===== config.mk =====
export PLATFORM = sky130hd
export DESIGN_NAME = crrp_core_end_flat
export DESIGN_NICKNAME = d
export VERILOG_FILES = /design/src/verilog/crrp_pkg.sv /design/src/verilog/crrp_if.sv /design/src/verilog/crrp_core_end.sv /design/src/flat_wrapper.sv
export SDC_FILE = /design/constraint.sdc
export NUM_CORES = 1
export LEC_CHECK = 0
export ABC_AREA = 1
export ABC_CLOCK_PERIOD_IN_PS = 1100
export BUFFER_PORTS_ARGS = -buffer_cell sky130_fd_sc_hd__buf_2
export CORE_MARGIN = 2
export CORE_UTILIZATION = 39
export CTS_CLUSTER_SIZE = 25
export DETAILED_ROUTE_END_ITERATION = 7
export HOLD_SLACK_MARGIN = 0.1
export PLACE_DENSITY = 0.7
export SYNTH_ARGS = -nofsm -noshare
export SYNTH_HDL_FRONTEND = slang
export SYNTH_SLANG_ARGS = --single-unit

===== constraint.sdc =====
create_clock -name clk_sys -period 1.1 [get_ports clk_sys]
set_input_delay 0.22 -clock clk_sys [delete_from_list [all_inputs] [get_ports clk_sys]]
set_output_delay 0.22 -clock clk_sys [all_outputs]
set_load 0.05 [all_outputs]

===== src/verilog/crrp_pkg.sv =====
package crrp_pkg;
  // Link widths
  localparam int DATA_W  = 32;
  localparam int CAUSE_W = 5;
  // Exception cause encodings
  localparam logic [4:0] CAUSE_RESERVED_INSTR = 5'h0a;
  localparam logic [4:0] CAUSE_IMPL_SPEC_0    = 5'h10;
  localparam logic [4:0] CAUSE_IMPL_SPEC_1    = 5'h11;
  // Reset values of the registered link and outputs
  localparam logic [31:0] RST_DATA_WORD = 32'h0000_0000;
  localparam logic [4:0]  RST_CAUSE     = 5'h00;
  localparam logic        RST_FLAG      = 1'h0;
  // Core-side classification of a reported exception
  typedef enum logic [1:0] {
    CRRP_EXC_NONE,
    CRRP_EXC_RESERVED,
    CRRP_EXC_IMPL,
    CRRP_EXC_OTHER
  } crrp_exc_kind_t;
endpackage


===== src/verilog/crrp_if.sv =====
`timescale 1ns/1ns
interface crrp_if;
  logic [31:0] from_cop_data;
  logic        from_cop_data_strobe;
  logic        cond_check_strobe;
  logic        cond_check_result;
  logic        cop_exception_strobe;
  logic        cop_exception_flag;
  logic [4:0]  cop_exception_cause;

  modport core
  (
    input from_cop_data, from_cop_data_strobe, cond_check_strobe, cond_check_result,
    input cop_exception_strobe, cop_exception_flag, cop_exception_cause
  );
  modport cop
  (
    output from_cop_data, from_cop_data_strobe, cond_check_strobe, cond_check_result,
    output cop_exception_strobe, cop_exception_flag, cop_exception_cause
  );
endinterface


===== src/verilog/crrp_core_end.sv =====
// Overview of operation
// - Coprocessor data valid only with data strobe
// - Condition strobe marks valid condition result
// - Strobe with high result takes branch
// - Strobe with low result skips branch
// - Exception strobe only with valid flag, cause
// - Core samples exception flag under strobe
// - Cause decoded only with strobe and flag
// - Cause 01010 means reserved instruction
// - Causes 10000, 10001 are coprocessor specific
`timescale 1ns/1ns
module crrp_core_end
(
  input  wire logic        clk_sys,          // Core clock
  input  wire logic        rst_b,            // Async reset, active low
  crrp_if.core             link,             // Return path from coprocessor
  output logic [31:0]      data_word,        // Captured coprocessor data
  output logic             data_valid,       // Pulse: data_word is new
  output logic             branch_resolved,  // Pulse: branch outcome known
  output logic             branch_taken,     // Outcome of the resolved branch
  output logic             exc_valid,        // Pulse: exception status reported
  output logic             exc_raise,        // Pulse: exception raised
  output logic             exc_reserved,     // Pulse: reserved-instruction exception
  output logic             exc_impl,         // Pulse: coprocessor-specific exception
  output logic [4:0]       exc_cause         // Cause of the raised exception
);
  // Data capture: next values
  logic [31:0] next_data_word;
  logic        next_data_valid;

  // Branch outcome: next values
  logic        next_branch_resolved;
  logic        next_branch_taken;

  // Exception status: next values
  logic        next_exc_valid;
  logic        next_exc_raise;
  logic [4:0]  next_exc_cause;

  // Exception class: next values
  logic        next_exc_reserved;
  logic        next_exc_impl;

  // Classify a cause code
  function automatic crrp_pkg::crrp_exc_kind_t classify(input logic [4:0] c);
    if (c == crrp_pkg::CAUSE_RESERVED_INSTR)
      return crrp_pkg::CRRP_EXC_RESERVED;
    else if (c == crrp_pkg::CAUSE_IMPL_SPEC_0 || c == crrp_pkg::CAUSE_IMPL_SPEC_1)
      return crrp_pkg::CRRP_EXC_IMPL;
    else
      return crrp_pkg::CRRP_EXC_OTHER;
  endfunction

  // A cause counts only under both strobe and flag
  function automatic logic exc_raised(input logic stb, input logic flag);
    return stb & flag;
  endfunction

  // Data capture: take the word only under its strobe
  always_comb
  begin
    // Defaults: pulse low, word held
    next_data_word  = data_word;
    next_data_valid = 1'h0;
    if (link.from_cop_data_strobe)
    begin
      next_data_word  = link.from_cop_data;
      next_data_valid = 1'h1;
    end
  end

  // Data capture registers
  always_ff @(posedge clk_sys or negedge rst_b)
  begin
    if (!rst_b)
    begin
      // Reset values
      data_word  <= crrp_pkg::RST_DATA_WORD;
      data_valid <= crrp_pkg::RST_FLAG;
    end
    else
    begin
      // Registered updates
      data_word  <= next_data_word;
      data_valid <= next_data_valid;
    end
  end

  // Branch outcome: resolve only under the condition strobe
  always_comb
  begin
    // Defaults: pulse low, outcome held
    next_branch_resolved = 1'h0;
    next_branch_taken    = branch_taken;
    if (link.cond_check_strobe)
    begin
      next_branch_resolved = 1'h1;
      next_branch_taken    = link.cond_check_result;
    end
  end

  // Branch outcome registers
  always_ff @(posedge clk_sys or negedge rst_b)
  begin
    if (!rst_b)
    begin
      // Reset values
      branch_resolved <= crrp_pkg::RST_FLAG;
      branch_taken    <= crrp_pkg::RST_FLAG;
    end
    else
    begin
      // Registered updates
      branch_resolved <= next_branch_resolved;
      branch_taken    <= next_branch_taken;
    end
  end

  // Exception status: pulse whenever a report arrives
  always_comb
  begin
    // Default: no report
    next_exc_valid = 1'h0;
    if (link.cop_exception_strobe)
    begin
      next_exc_valid = 1'h1;
    end
  end

  // Exception status register
  always_ff @(posedge clk_sys or negedge rst_b)
  begin
    if (!rst_b)
    begin
      // Reset value
      exc_valid <= crrp_pkg::RST_FLAG;
    end
    else
    begin
      // Registered update
      exc_valid <= next_exc_valid;
    end
  end

  // Exception raise: the cause is kept from the last raised exception
  always_comb
  begin
    // Defaults: pulse low, cause held
    next_exc_raise = 1'h0;
    next_exc_cause = exc_cause;
    if (exc_raised(link.cop_exception_strobe, link.cop_exception_flag))
    begin
      next_exc_raise = 1'h1;
      next_exc_cause = link.cop_exception_cause;
    end
  end

  // Exception raise registers
  always_ff @(posedge clk_sys or negedge rst_b)
  begin
    if (!rst_b)
    begin
      // Reset values
      exc_raise <= crrp_pkg::RST_FLAG;
      exc_cause <= crrp_pkg::RST_CAUSE;
    end
    else
    begin
      // Registered updates
      exc_raise <= next_exc_raise;
      exc_cause <= next_exc_cause;
    end
  end

  // Exception class: decode the cause of a raised exception only
  always_comb
  begin
    crrp_pkg::crrp_exc_kind_t kind;
    // Default: nothing raised
    kind = crrp_pkg::CRRP_EXC_NONE;
    if (exc_raised(link.cop_exception_strobe, link.cop_exception_flag))
    begin
      kind = classify(link.cop_exception_cause);
    end
    next_exc_reserved = (kind == crrp_pkg::CRRP_EXC_RESERVED);
    next_exc_impl     = (kind == crrp_pkg::CRRP_EXC_IMPL);
  end

  // Exception class registers
  always_ff @(posedge clk_sys or negedge rst_b)
  begin
    if (!rst_b)
    begin
      // Reset values
      exc_reserved <= crrp_pkg::RST_FLAG;
      exc_impl     <= crrp_pkg::RST_FLAG;
    end
    else
    begin
      // Registered updates
      exc_reserved <= next_exc_reserved;
      exc_impl     <= next_exc_impl;
    end
  end
endmodule


===== src/flat_wrapper.sv =====
// flat-port wrapper written by rule: the top's interface ports become plain ports
module crrp_core_end_flat 
  (clk_sys, rst_b, data_word, data_valid, branch_resolved, branch_taken, exc_valid, exc_raise, exc_reserved, exc_impl, exc_cause, link_from_cop_data, link_from_cop_data_strobe, link_cond_check_strobe, link_cond_check_result, link_cop_exception_strobe, link_cop_exception_flag, link_cop_exception_cause);
  crrp_if link_i ();
  input  wire logic clk_sys;
  input  wire logic rst_b;
  output logic [31:0] data_word;
  output logic data_valid;
  output logic branch_resolved;
  output logic branch_taken;
  output logic exc_valid;
  output logic exc_raise;
  output logic exc_reserved;
  output logic exc_impl;
  output logic [4:0] exc_cause;
  input wire logic [$bits(link_i.from_cop_data)-1:0] link_from_cop_data;
  input wire logic [$bits(link_i.from_cop_data_strobe)-1:0] link_from_cop_data_strobe;
  input wire logic [$bits(link_i.cond_check_strobe)-1:0] link_cond_check_strobe;
  input wire logic [$bits(link_i.cond_check_result)-1:0] link_cond_check_result;
  input wire logic [$bits(link_i.cop_exception_strobe)-1:0] link_cop_exception_strobe;
  input wire logic [$bits(link_i.cop_exception_flag)-1:0] link_cop_exception_flag;
  input wire logic [$bits(link_i.cop_exception_cause)-1:0] link_cop_exception_cause;
  assign link_i.from_cop_data = link_from_cop_data;
  assign link_i.from_cop_data_strobe = link_from_cop_data_strobe;
  assign link_i.cond_check_strobe = link_cond_check_strobe;
  assign link_i.cond_check_result = link_cond_check_result;
  assign link_i.cop_exception_strobe = link_cop_exception_strobe;
  assign link_i.cop_exception_flag = link_cop_exception_flag;
  assign link_i.cop_exception_cause = link_cop_exception_cause;
  crrp_core_end u_core (.clk_sys(clk_sys), .rst_b(rst_b), .link(link_i), .data_word(data_word), .data_valid(data_valid), .branch_resolved(branch_resolved), .branch_taken(branch_taken), .exc_valid(exc_valid), .exc_raise(exc_raise), .exc_reserved(exc_reserved), .exc_impl(exc_impl), .exc_cause(exc_cause));
endmodule

==> results.sh, run 1 <==
export IMPL_async_flop_share_pct=100.0
export IMPL_worst_endpoint_required_ns=0.88
export IMPL_die_area_sq_um=5139
export IMPL_syn_num_nets=217
export IMPL_hold_viol_final=0
export IMPL_detail_route_antenna_nets=0
export IMPL_drc=0
export IMPL_area_growth_pct=50.63
export IMPL_wl_mm=3.658
export IMPL_cp_depth=1
export IMPL_port_buffers=87
export IMPL_nets=315
export IMPL_drv_cap=0
export IMPL_n_antenna_cell=0
export IMPL_clock_skew_ns=0
export IMPL_final_core_util_pct=61.39
export IMPL_drt_first_pass_iters=2
export IMPL_drive_gt1_share_pct=46.69
export IMPL_r2r_slack_ns=0.32
export IMPL_status="complete, no violations"
export IMPL_hpwl_mm=2.369
export IMPL_place_area_sq_um=2247
export IMPL_cts_tree="yes"
export IMPL_yosysTopAreaCellShare_pct=61.62
export IMPL_grt_pass1_vias=1400
export IMPL_synth_common_cells="dfrtp_1, nand2_1, inv_1"
export IMPL_place_gp_congestion=0.7037
export IMPL_reg2reg_from="u_core.data_word[28]"
export IMPL_path_max_fanout=2
export IMPL_crit_chain="buf_6"
export IMPL_hp_class="in -> reg"
export IMPL_peakVddDrop_v=0.0008759
export IMPL_yosysMostFrequentCell="dfrtp_1"
export IMPL_clkTransAtPathRegs_ns=0.08
export IMPL_antenna_found_initial=0
export IMPL_grt_overflow=0
export IMPL_crit_arrival_ns=0.86
export IMPL_hold_start="link_from_cop_data[30]"
export IMPL_worst_setup_path_type="reg -> out"
export IMPL_setup_viol=0
export IMPL_seqCellArea_sq_um=1101
export IMPL_ys_seq_area_share_pct=61.62
export IMPL_cts_sinks=44
export IMPL_worst_pin_slew_ns=0.2411
export IMPL_final_fill_count=359
export IMPL_p_leak_nw=1.450
export IMPL_yosys_area_top_type="dfrtp_1"
export IMPL_powerDensity_nw_per_um2=1589
export IMPL_grtUsageTotal_pct=14.86
export IMPL_core_sq_um=4384
export IMPL_syn_area_sq_um=1787
export IMPL_period_share_pct=98.41
export IMPL_core_rowCount=24
export IMPL_slew_viol_final=0
export IMPL_slew_headroom_pct=83.93
export IMPL_chipWidth_um=71.69
export IMPL_max_freq_mhz=923.8
export IMPL_cts_buffer_depth=2
export IMPL_wire_per_inst_um=11.29
export IMPL_cts_made_buffers=5
export IMPL_yosysWarnings=0
export IMPL_multiInputGateArea_sq_um=464.2
export IMPL_synth_edff_count=0
export IMPL_htreeDepth=2
export IMPL_avgViaCountPerCell=4.367
export IMPL_die_height_um=71.69
export IMPL_clock_latency_ns=0.29
export IMPL_grt_pass1_wl_mm=5.961
export IMPL_syn_inst=173
export IMPL_finalCriticalPeriod_ns=1.082
export IMPL_initial_utilization_pct=40.75
export IMPL_crit_start="u_core.data_word[28]"
export IMPL_endpoint_kind="output pin"
export IMPL_cp_slowest_cell="dfrtp_1"
export IMPL_yosys_top_cells_area="dfrtp_1, o21ai_2, nand2_1"
export IMPL_ys_seq_elements=44
export IMPL_cts_root_buf="clkbuf_8"
export IMPL_cp_endpoint="data_word[28]"
export IMPL_r2r_cells=3
export IMPL_drt_initial_drc_count=67
export IMPL_rsz0062_at_grt="true"
export IMPL_synth_main_ff_cell="dfrtp_1"
export IMPL_max_stage_delay_ns=0.41
export IMPL_grt_max_degree=45
export IMPL_synth_cell_types=11
export IMPL_num_vias=1415
export IMPL_boundaryPins=88
export IMPL_setup_worst_path_start_class="flop"
export IMPL_critical_path_top_delay_family="flip-flops"
export IMPL_worst_path_buf_inv=1
export IMPL_worstReg2RegEnd="u_core.data_word[28]"
export IMPL_design_area_sq_um=2691
export IMPL_avgSynthCellArea_sq_um=10.33
## logic make-up after synthesis
| kind of cell | synth area share, % |
|---|---|
| AND/OR/NAND/NOR | 10.57 |
| flip-flops | 61.62 |
| buffers and inverters | 12.67 |
| AO/OA/AOI/OAI | 15.13 |
## how the worst min path moves through the flow
stage                                        end  slack (ns)  depth (start not counted)
after floorplan           u_core.branch_resolved       -0.08                          0
after global placement      u_core.data_word[22]        0.22                          2
after detailed placement    u_core.data_word[17]        0.21                          2
after CTS                    u_core.data_word[1]        0.12                          3
after global routing         u_core.data_word[3]        0.12                          3
final                       u_core.data_word[30]        0.13                          3
## power by group
group          total [W]  switching [W]  internal, W
Clock            0.00119       0.000518     0.000674
Sequential       0.00186      0.0000998      0.00176
Combinational    0.00123       0.000780     0.000449
Total            0.00428        0.00140      0.00288
## stage by stage
step                total power (W)  setup TNS [ns]  std cells  setup slack, ns  hold slack [ns]
CTS                        0.004248               0        319        0.0003879           0.1172
global placement           0.002869               0        308           0.2452           0.2167
detailed placement         0.002883               0        308           0.2165           0.2149
global route               0.004499         -0.1788        324         -0.01875           0.1211
finish                     0.004278               0        324          0.01754           0.1300
floorplan                  0.002596               0        173           0.2179         -0.07559
## placed cells by master (no fill, tap or decap)
cell / count
dfrtp_1: 44
buf_2: 43
nand2_1: 42
buf_6: 41
inv_1: 37
o21ai_2: 24
buf_4: 9
o21ai_0: 8
clkbuf_8: 5
nor2_1: 4
o21ai_1: 4
dlygate4sd3_1: 3
nand3_1: 2
buf_12: 2
nand2_4: 1
clkbuf_1: 1
clkinv_2: 1
bufinv_16: 1
## state kept, by name (all words and copies together), names as in the netlist
| name | flops |
|---|---|
| u_core.data_word | 32 |
| u_core.exc_cause | 5 |
| u_core.exc_raise | 1 |
| u_core.data_valid | 1 |
| u_core.branch_taken | 1 |
| u_core.exc_impl | 1 |
| u_core.exc_reserved | 1 |
| u_core.exc_valid | 1 |
| u_core.branch_resolved | 1 |
## per-layer routing
metal	track usage, %	up-vias	wire [um]	share of wire [%]
met5	0	-	0	0
met4	5.031	0	19	0.52
met3	7.173	4	355	9.7
met2	23.66	60	1682	46
met1	17.70	629	1600	44
li1	-	722	-	-
## timing repair
item                                   CTS  global route
endpoints found under the hold margin   46             0
buffers inserted                         0             5
setup endpoints to repair               44            41
hold buffers                             3             0
gates resized for setup                 63            23
cloned                                   0             0
## cell type report
cell class              count  share of cell area, %
clock buffers               6                  2.696
repair buffers             98                  30.26
flip-flops and latches     44                  40.91
multi-input cells          85                  17.25
inverters                  37                  5.160
clock inverters             2                  1.302
well taps                  52                  2.417
No activity file was read; power rests on OpenSTA's default activity.
==> inputs of run 2 (changes only) <==
RECOVER_POWER = 50   (was unset)
==> results.sh, run 2 (synthesis gave the netlist of run 1 again) <==
export IMPL_crit_arrival_ns=0.86
export IMPL_cts_tree="yes"
export IMPL_met2_wirelength_mm=1.695
export IMPL_detail_route_antenna_nets=0
export IMPL_drc=0
export IMPL_crit_chain="buf_6"
export IMPL_n_antenna_cell=0
export IMPL_largest_reg_flops=32
export IMPL_worst_endpoint_required_ns=0.88
export IMPL_powerDensity_nw_per_um2=1626
export IMPL_max_freq_mhz=923.7
export IMPL_place_gp_congestion=0.7037
export IMPL_die_height_um=71.69
export IMPL_r2r_slack_ns=0.32
export IMPL_htreeDepth=2
export IMPL_drt_met1_wl_mm=1.599
export IMPL_cts_sinks=44
export IMPL_setup_viol=0
export IMPL_cts_root_buf="clkbuf_8"
export IMPL_core_sq_um=4384
export IMPL_drive_gt1_share_pct=39.34
export IMPL_wire_per_inst_um=11.40
export IMPL_whs_ns=0.1311
export IMPL_largest_register="u_core.data_word"
export IMPL_cts_buffer_depth=2
export IMPL_chipWidth_um=71.69
export IMPL_path_max_fanout=2
export IMPL_worstReg2RegEnd="u_core.data_word[28]"
export IMPL_nets=315
export IMPL_setup_worst_path_start_class="flop"
export IMPL_grt_overflow=0
export IMPL_area_growth_pct=44.89
export IMPL_period_share_pct=98.42
export IMPL_grtUsageTotal_pct=14.86
export IMPL_crit_start="u_core.data_word[28]"
export IMPL_status="complete, no violations"
export IMPL_routed_wl_met3_um=364
export IMPL_grt_max_degree=45
export IMPL_worst_path_buf_inv=1
export IMPL_wl_mm=3.692
export IMPL_grt_pass1_wl_mm=5.961
export IMPL_drt_initial_drc_count=63
export IMPL_peakVddDrop_v=0.0008545
export IMPL_slew_headroom_pct=53.93
export IMPL_stdcell_count=324
export IMPL_final_fill_count=386
export IMPL_finalCriticalPeriod_ns=1.083
export IMPL_dpl_cell_count=308
export IMPL_worst_setup_path_type="reg -> out"
export IMPL_antenna_found_initial=0
export IMPL_clock_skew_ns=0
export IMPL_most_common_layout_cells="buf_2, dfrtp_1, nand2_1"
export IMPL_die_area_sq_um=5139
export IMPL_top_regs="u_core.data_word (32), u_core.exc_cause (5)"
export IMPL_cp_depth=1
export IMPL_cp_endpoint="data_word[28]"
export IMPL_highest_layer="met4"
export IMPL_num_vias=1414
export IMPL_hp_class="in -> reg"
export IMPL_clkTransAtPathRegs_ns=0.08
export IMPL_endpoint_kind="output pin"
export IMPL_rsz0062_at_grt="true"
export IMPL_cp_slowest_cell="dfrtp_1"
export IMPL_boundaryPins=88
export IMPL_grt_pass1_vias=1400
export IMPL_slew_viol_final=0
export IMPL_hpwl_mm=2.369
export IMPL_max_stage_delay_ns=0.41
export IMPL_hold_viol_final=0
export IMPL_critical_path_top_delay_family="flip-flops"
export IMPL_core_rowCount=24
export IMPL_drv_cap=0
export IMPL_avgViaCountPerCell=4.364
export IMPL_port_buffers=87
export IMPL_p_leak_nw=1.411
export IMPL_clock_latency_ns=0.29
export IMPL_drt_first_pass_iters=4
export IMPL_r2r_cells=3
export IMPL_reg2reg_from="u_core.data_word[28]"
export IMPL_worst_pin_slew_ns=0.6910
export IMPL_initial_utilization_pct=40.75
export IMPL_cts_made_buffers=5
==> run 2: worst min path at each step <==
stage	from	to	depth (start not counted)
3_5_place_dp	rst_b	u_core.data_word[17]	2
4_1_cts	link_from_cop_data[1]	u_core.data_word[1]	3
2_1_floorplan	rst_b	u_core.branch_resolved	0
5_1_grt	link_from_cop_data[27]	u_core.data_word[27]	3
6_report	link_from_cop_data[1]	u_core.data_word[1]	3
3_3_place_gp	rst_b	u_core.data_word[22]	2
==> run 2: repair_timing <==
item / CTS / global route
hold buffers: 3 / 0
endpoints found under the setup margin: 44 / 41
gates resized for setup: 63 / 23
hold endpoints to repair: 46 / 0
setup buffers: 0 / 5
==> run 2: through the flow <==
step           setup slack [ns]  util (%)  instance area (sq um)  TNS [ns]  power (W)
2_1_floorplan            0.2179         -                   1787         0   0.002596
3_3_place_gp             0.2452     51.26                   2247         0   0.002869
3_5_place_dp             0.2165     51.26                   2247         0   0.002883
4_1_cts               0.0003879     58.53                   2566         0   0.004248
5_1_grt                -0.01875     59.05                   2589   -0.1788   0.004430
6_report                0.01740     59.05                   2589         0   0.004210
==> run 2: routing by layer <==
metal | vias to the layer above | GRT usage, %
met2 | 62 | 23.66
li1 | 712 | -
met1 | 634 | 17.70
met3 | 6 | 7.173
met5 | - | 0
met4 | 0 | 5.031
==> run 2: area by class of cell <==
type                    instances  area [sq um]  area share, %
repair buffers                 98         787.0          30.40
clock inverters                 2         35.03          1.353
multi-input cells              85         389.1          15.03
well taps                      52         65.06          2.513
flip-flops and latches         44          1101          42.53
inverters                      37         138.9          5.365
clock buffers                   6         72.57          2.803
==> run 2: where the power goes <==
part	internal (W)	switching, W
logic	0.000416	0.000746
registers	0.00176	0.0000998
clock network	0.000674	0.000517
total	0.00285	0.00136
==> inputs of run 3 (changes only) <==
--- a/constraint.sdc
+++ b/constraint.sdc
@@ -3,2 +3,2 @@
 set_output_delay 0.22 -clock clk_sys [all_outputs]
-set_load 0.05 [all_outputs]
+set_load 0.1 [all_outputs]
==> results.sh, run 3 (synthesis gave the netlist of run 1 again) <==
export IMPL_port_buffers=87
export IMPL_p_int_w=0.002991
export IMPL_endpoint_kind="output pin"
export IMPL_drt_first_pass_iters=4
export IMPL_whs_ns=0.1301
export IMPL_cts_root_buf="clkbuf_8"
export IMPL_place_gp_congestion=0.7084
export IMPL_clock_skew_ns=0
export IMPL_setup_ws_ns=-0.02088
export IMPL_setup_worst_path_start_class="flop"
export IMPL_core_rowCount=24
export IMPL_core_sq_um=4384
export IMPL_worst_endpoint_required_ns=0.88
export IMPL_max_stage_delay_ns=0.44
export IMPL_drc=0
export IMPL_switching_share_pct=39.50
export IMPL_hp_class="in -> reg"
export IMPL_drive_gt1_share_pct=54.98
export IMPL_hpwl_mm=2.953
export IMPL_max_freq_mhz=892.2
export IMPL_n_antenna_cell=0
export IMPL_worst_pin_slew_ns=0.6407
export IMPL_cts_tree="yes"
export IMPL_chipWidth_um=71.69
export IMPL_path_max_fanout=2
export IMPL_cts_made_buffers=5
export IMPL_place_area_sq_um=2975
export IMPL_drt_initial_drc_count=86
export IMPL_design_area_sq_um=3028
export IMPL_drv_cap=0
export IMPL_crit_arrival_ns=0.90
export IMPL_powerDensity_nw_per_um2=1633
export IMPL_p_switching_w=0.001953
export IMPL_stdcell_count=323
export IMPL_htreeDepth=2
export IMPL_grt_overflow=0
export IMPL_multiInputGateArea_sq_um=389.1
export IMPL_seqCellArea_sq_um=1156
export IMPL_total_power_w=0.004944
export IMPL_avgViaCountPerCell=4.378
export IMPL_status="finished, violations left"
export IMPL_peakVddDrop_v=0.0007816
export IMPL_p_seq_share_pct=39.2
export IMPL_finalCriticalPeriod_ns=1.121
export IMPL_area_growth_pct=69.47
export IMPL_cts_buffer_depth=2
export IMPL_largest_register="u_core.data_word"
export IMPL_largest_reg_flops=32
export IMPL_die_area_sq_um=5139
export IMPL_num_vias=1414
export IMPL_p_comb_share_pct=40.3
export IMPL_dpl_cell_count=308
export IMPL_pwr_share_clk_pct=20.4
export IMPL_grt_pass1_vias=1402
export IMPL_die_height_um=71.69
export IMPL_crit_chain="buf_12"
export IMPL_wl_mm=3.932
export IMPL_period_share_pct=101.9
export IMPL_top_regs="u_core.data_word (32), u_core.exc_cause (5)"
export IMPL_antenna_found_initial=0
export IMPL_grtUsageTotal_pct=16.38
export IMPL_final_fill_count=358
export IMPL_detail_route_antenna_nets=0
export IMPL_nets=314
export IMPL_grt_max_degree=45
export IMPL_slew_viol_final=0
export IMPL_hold_viol_final=0
export IMPL_clkTransAtPathRegs_ns=0.08
export IMPL_layout_commonest_cell="buf_12"
export IMPL_cp_slowest_cell="dfrtp_2"
export IMPL_worst_setup_path_type="reg -> out"
export IMPL_rsz0062_at_grt="true"
export IMPL_critical_path_top_delay_family="flip-flops"
export IMPL_boundaryPins=88
export IMPL_p_leak_nw=1.487
export IMPL_setup_viol=38
export IMPL_worst_path_buf_inv=1
export IMPL_cts_sinks=44
export IMPL_violations="setup timing"
export IMPL_slew_headroom_pct=57.29
export IMPL_most_common_layout_cells="buf_12, dfrtp_2, buf_2"
export IMPL_grt_pass1_wl_mm=6.479
export IMPL_clock_latency_ns=0.29
export IMPL_initial_utilization_pct=40.75
export IMPL_wire_per_inst_um=12.17
run 3: area by class of cell:
class                      instances  share of cell area, %
inverter                          37                  4.587
timing repair buffer              97                  39.26
clock buffer                       8                  2.975
tap                               52                  2.149
sequential                        44                  38.18
multi-input combinational         85                  12.85
run 3: stage by stage:
stage               worst slack [ns]  util (%)  TNS [ns]
finish                      -0.02088     69.06   -0.3345
global route                -0.04212     69.06    -1.325
CTS                         -0.03232     70.78   -0.8189
detailed placement            0.2019     67.87         0
global placement              0.2671     67.87         0
floorplan                     0.1573         -         0
run 3: tightest hold or removal path: stages:
cell and delay, ns:
buf_2 0.07, nand2_1 0.04, o21ai_0 0.05
run 3: final timing paths:
kind / to / slack, ns / cells past startpoint / startpoint
worst max-delay path: data_word[30] / -0.02 / 1 / u_core.data_word[30]
worst min-delay path: u_core.data_word[29] / 0.13 / 3 / link_from_cop_data[29]
worst max register to register: u_core.data_word[5] / 0.16 / 4 / u_core.data_word[5]
worst min register to register: u_core.exc_cause[4] / 0.53 / 2 / u_core.exc_cause[4]
max in group asynchronous: u_core.data_word[24] / 0.14 / 3 / rst_b
min in group asynchronous: u_core.data_word[22] / 0.55 / 3 / rst_b
run 3: power by group through the flow:
stage | Sequential, W | Clock, W | Combinational (W)
4_1_cts | 0.00194 | 0.00104 | 0.00206
2_1_floorplan | 0.00292 | 0 | 0.000239
5_1_grt | 0.00196 | 0.00110 | 0.00208
6_report | 0.00194 | 0.00101 | 0.00199
3_5_place_dp | 0.00197 | 0 | 0.00204
3_3_place_gp | 0.00196 | 0 | 0.00202
run 3: repair_timing:
| action | in CTS | in global routing |
|---|---|---|
| gates cloned | 0 | 0 |
| hold buffers | 3 | 0 |
| hold endpoints to repair | 46 | 0 |
| gates resized for setup | 0 | 1 |
| pin swaps | 0 | 1 |
| buffers inserted | 1 | 3 |
| setup endpoints to repair | 43 | 47 |
run 3: per-layer routing:
layer	GRT usage, %	part of all wire, %	wire, um	vias to the layer above
met4	6.289	1.8	71	0
met5	0	0	0	-
met2	26.85	48	1907	60
li1	-	-	-	712
met1	19.78	40	1588	635
met3	5.907	9.3	365	7
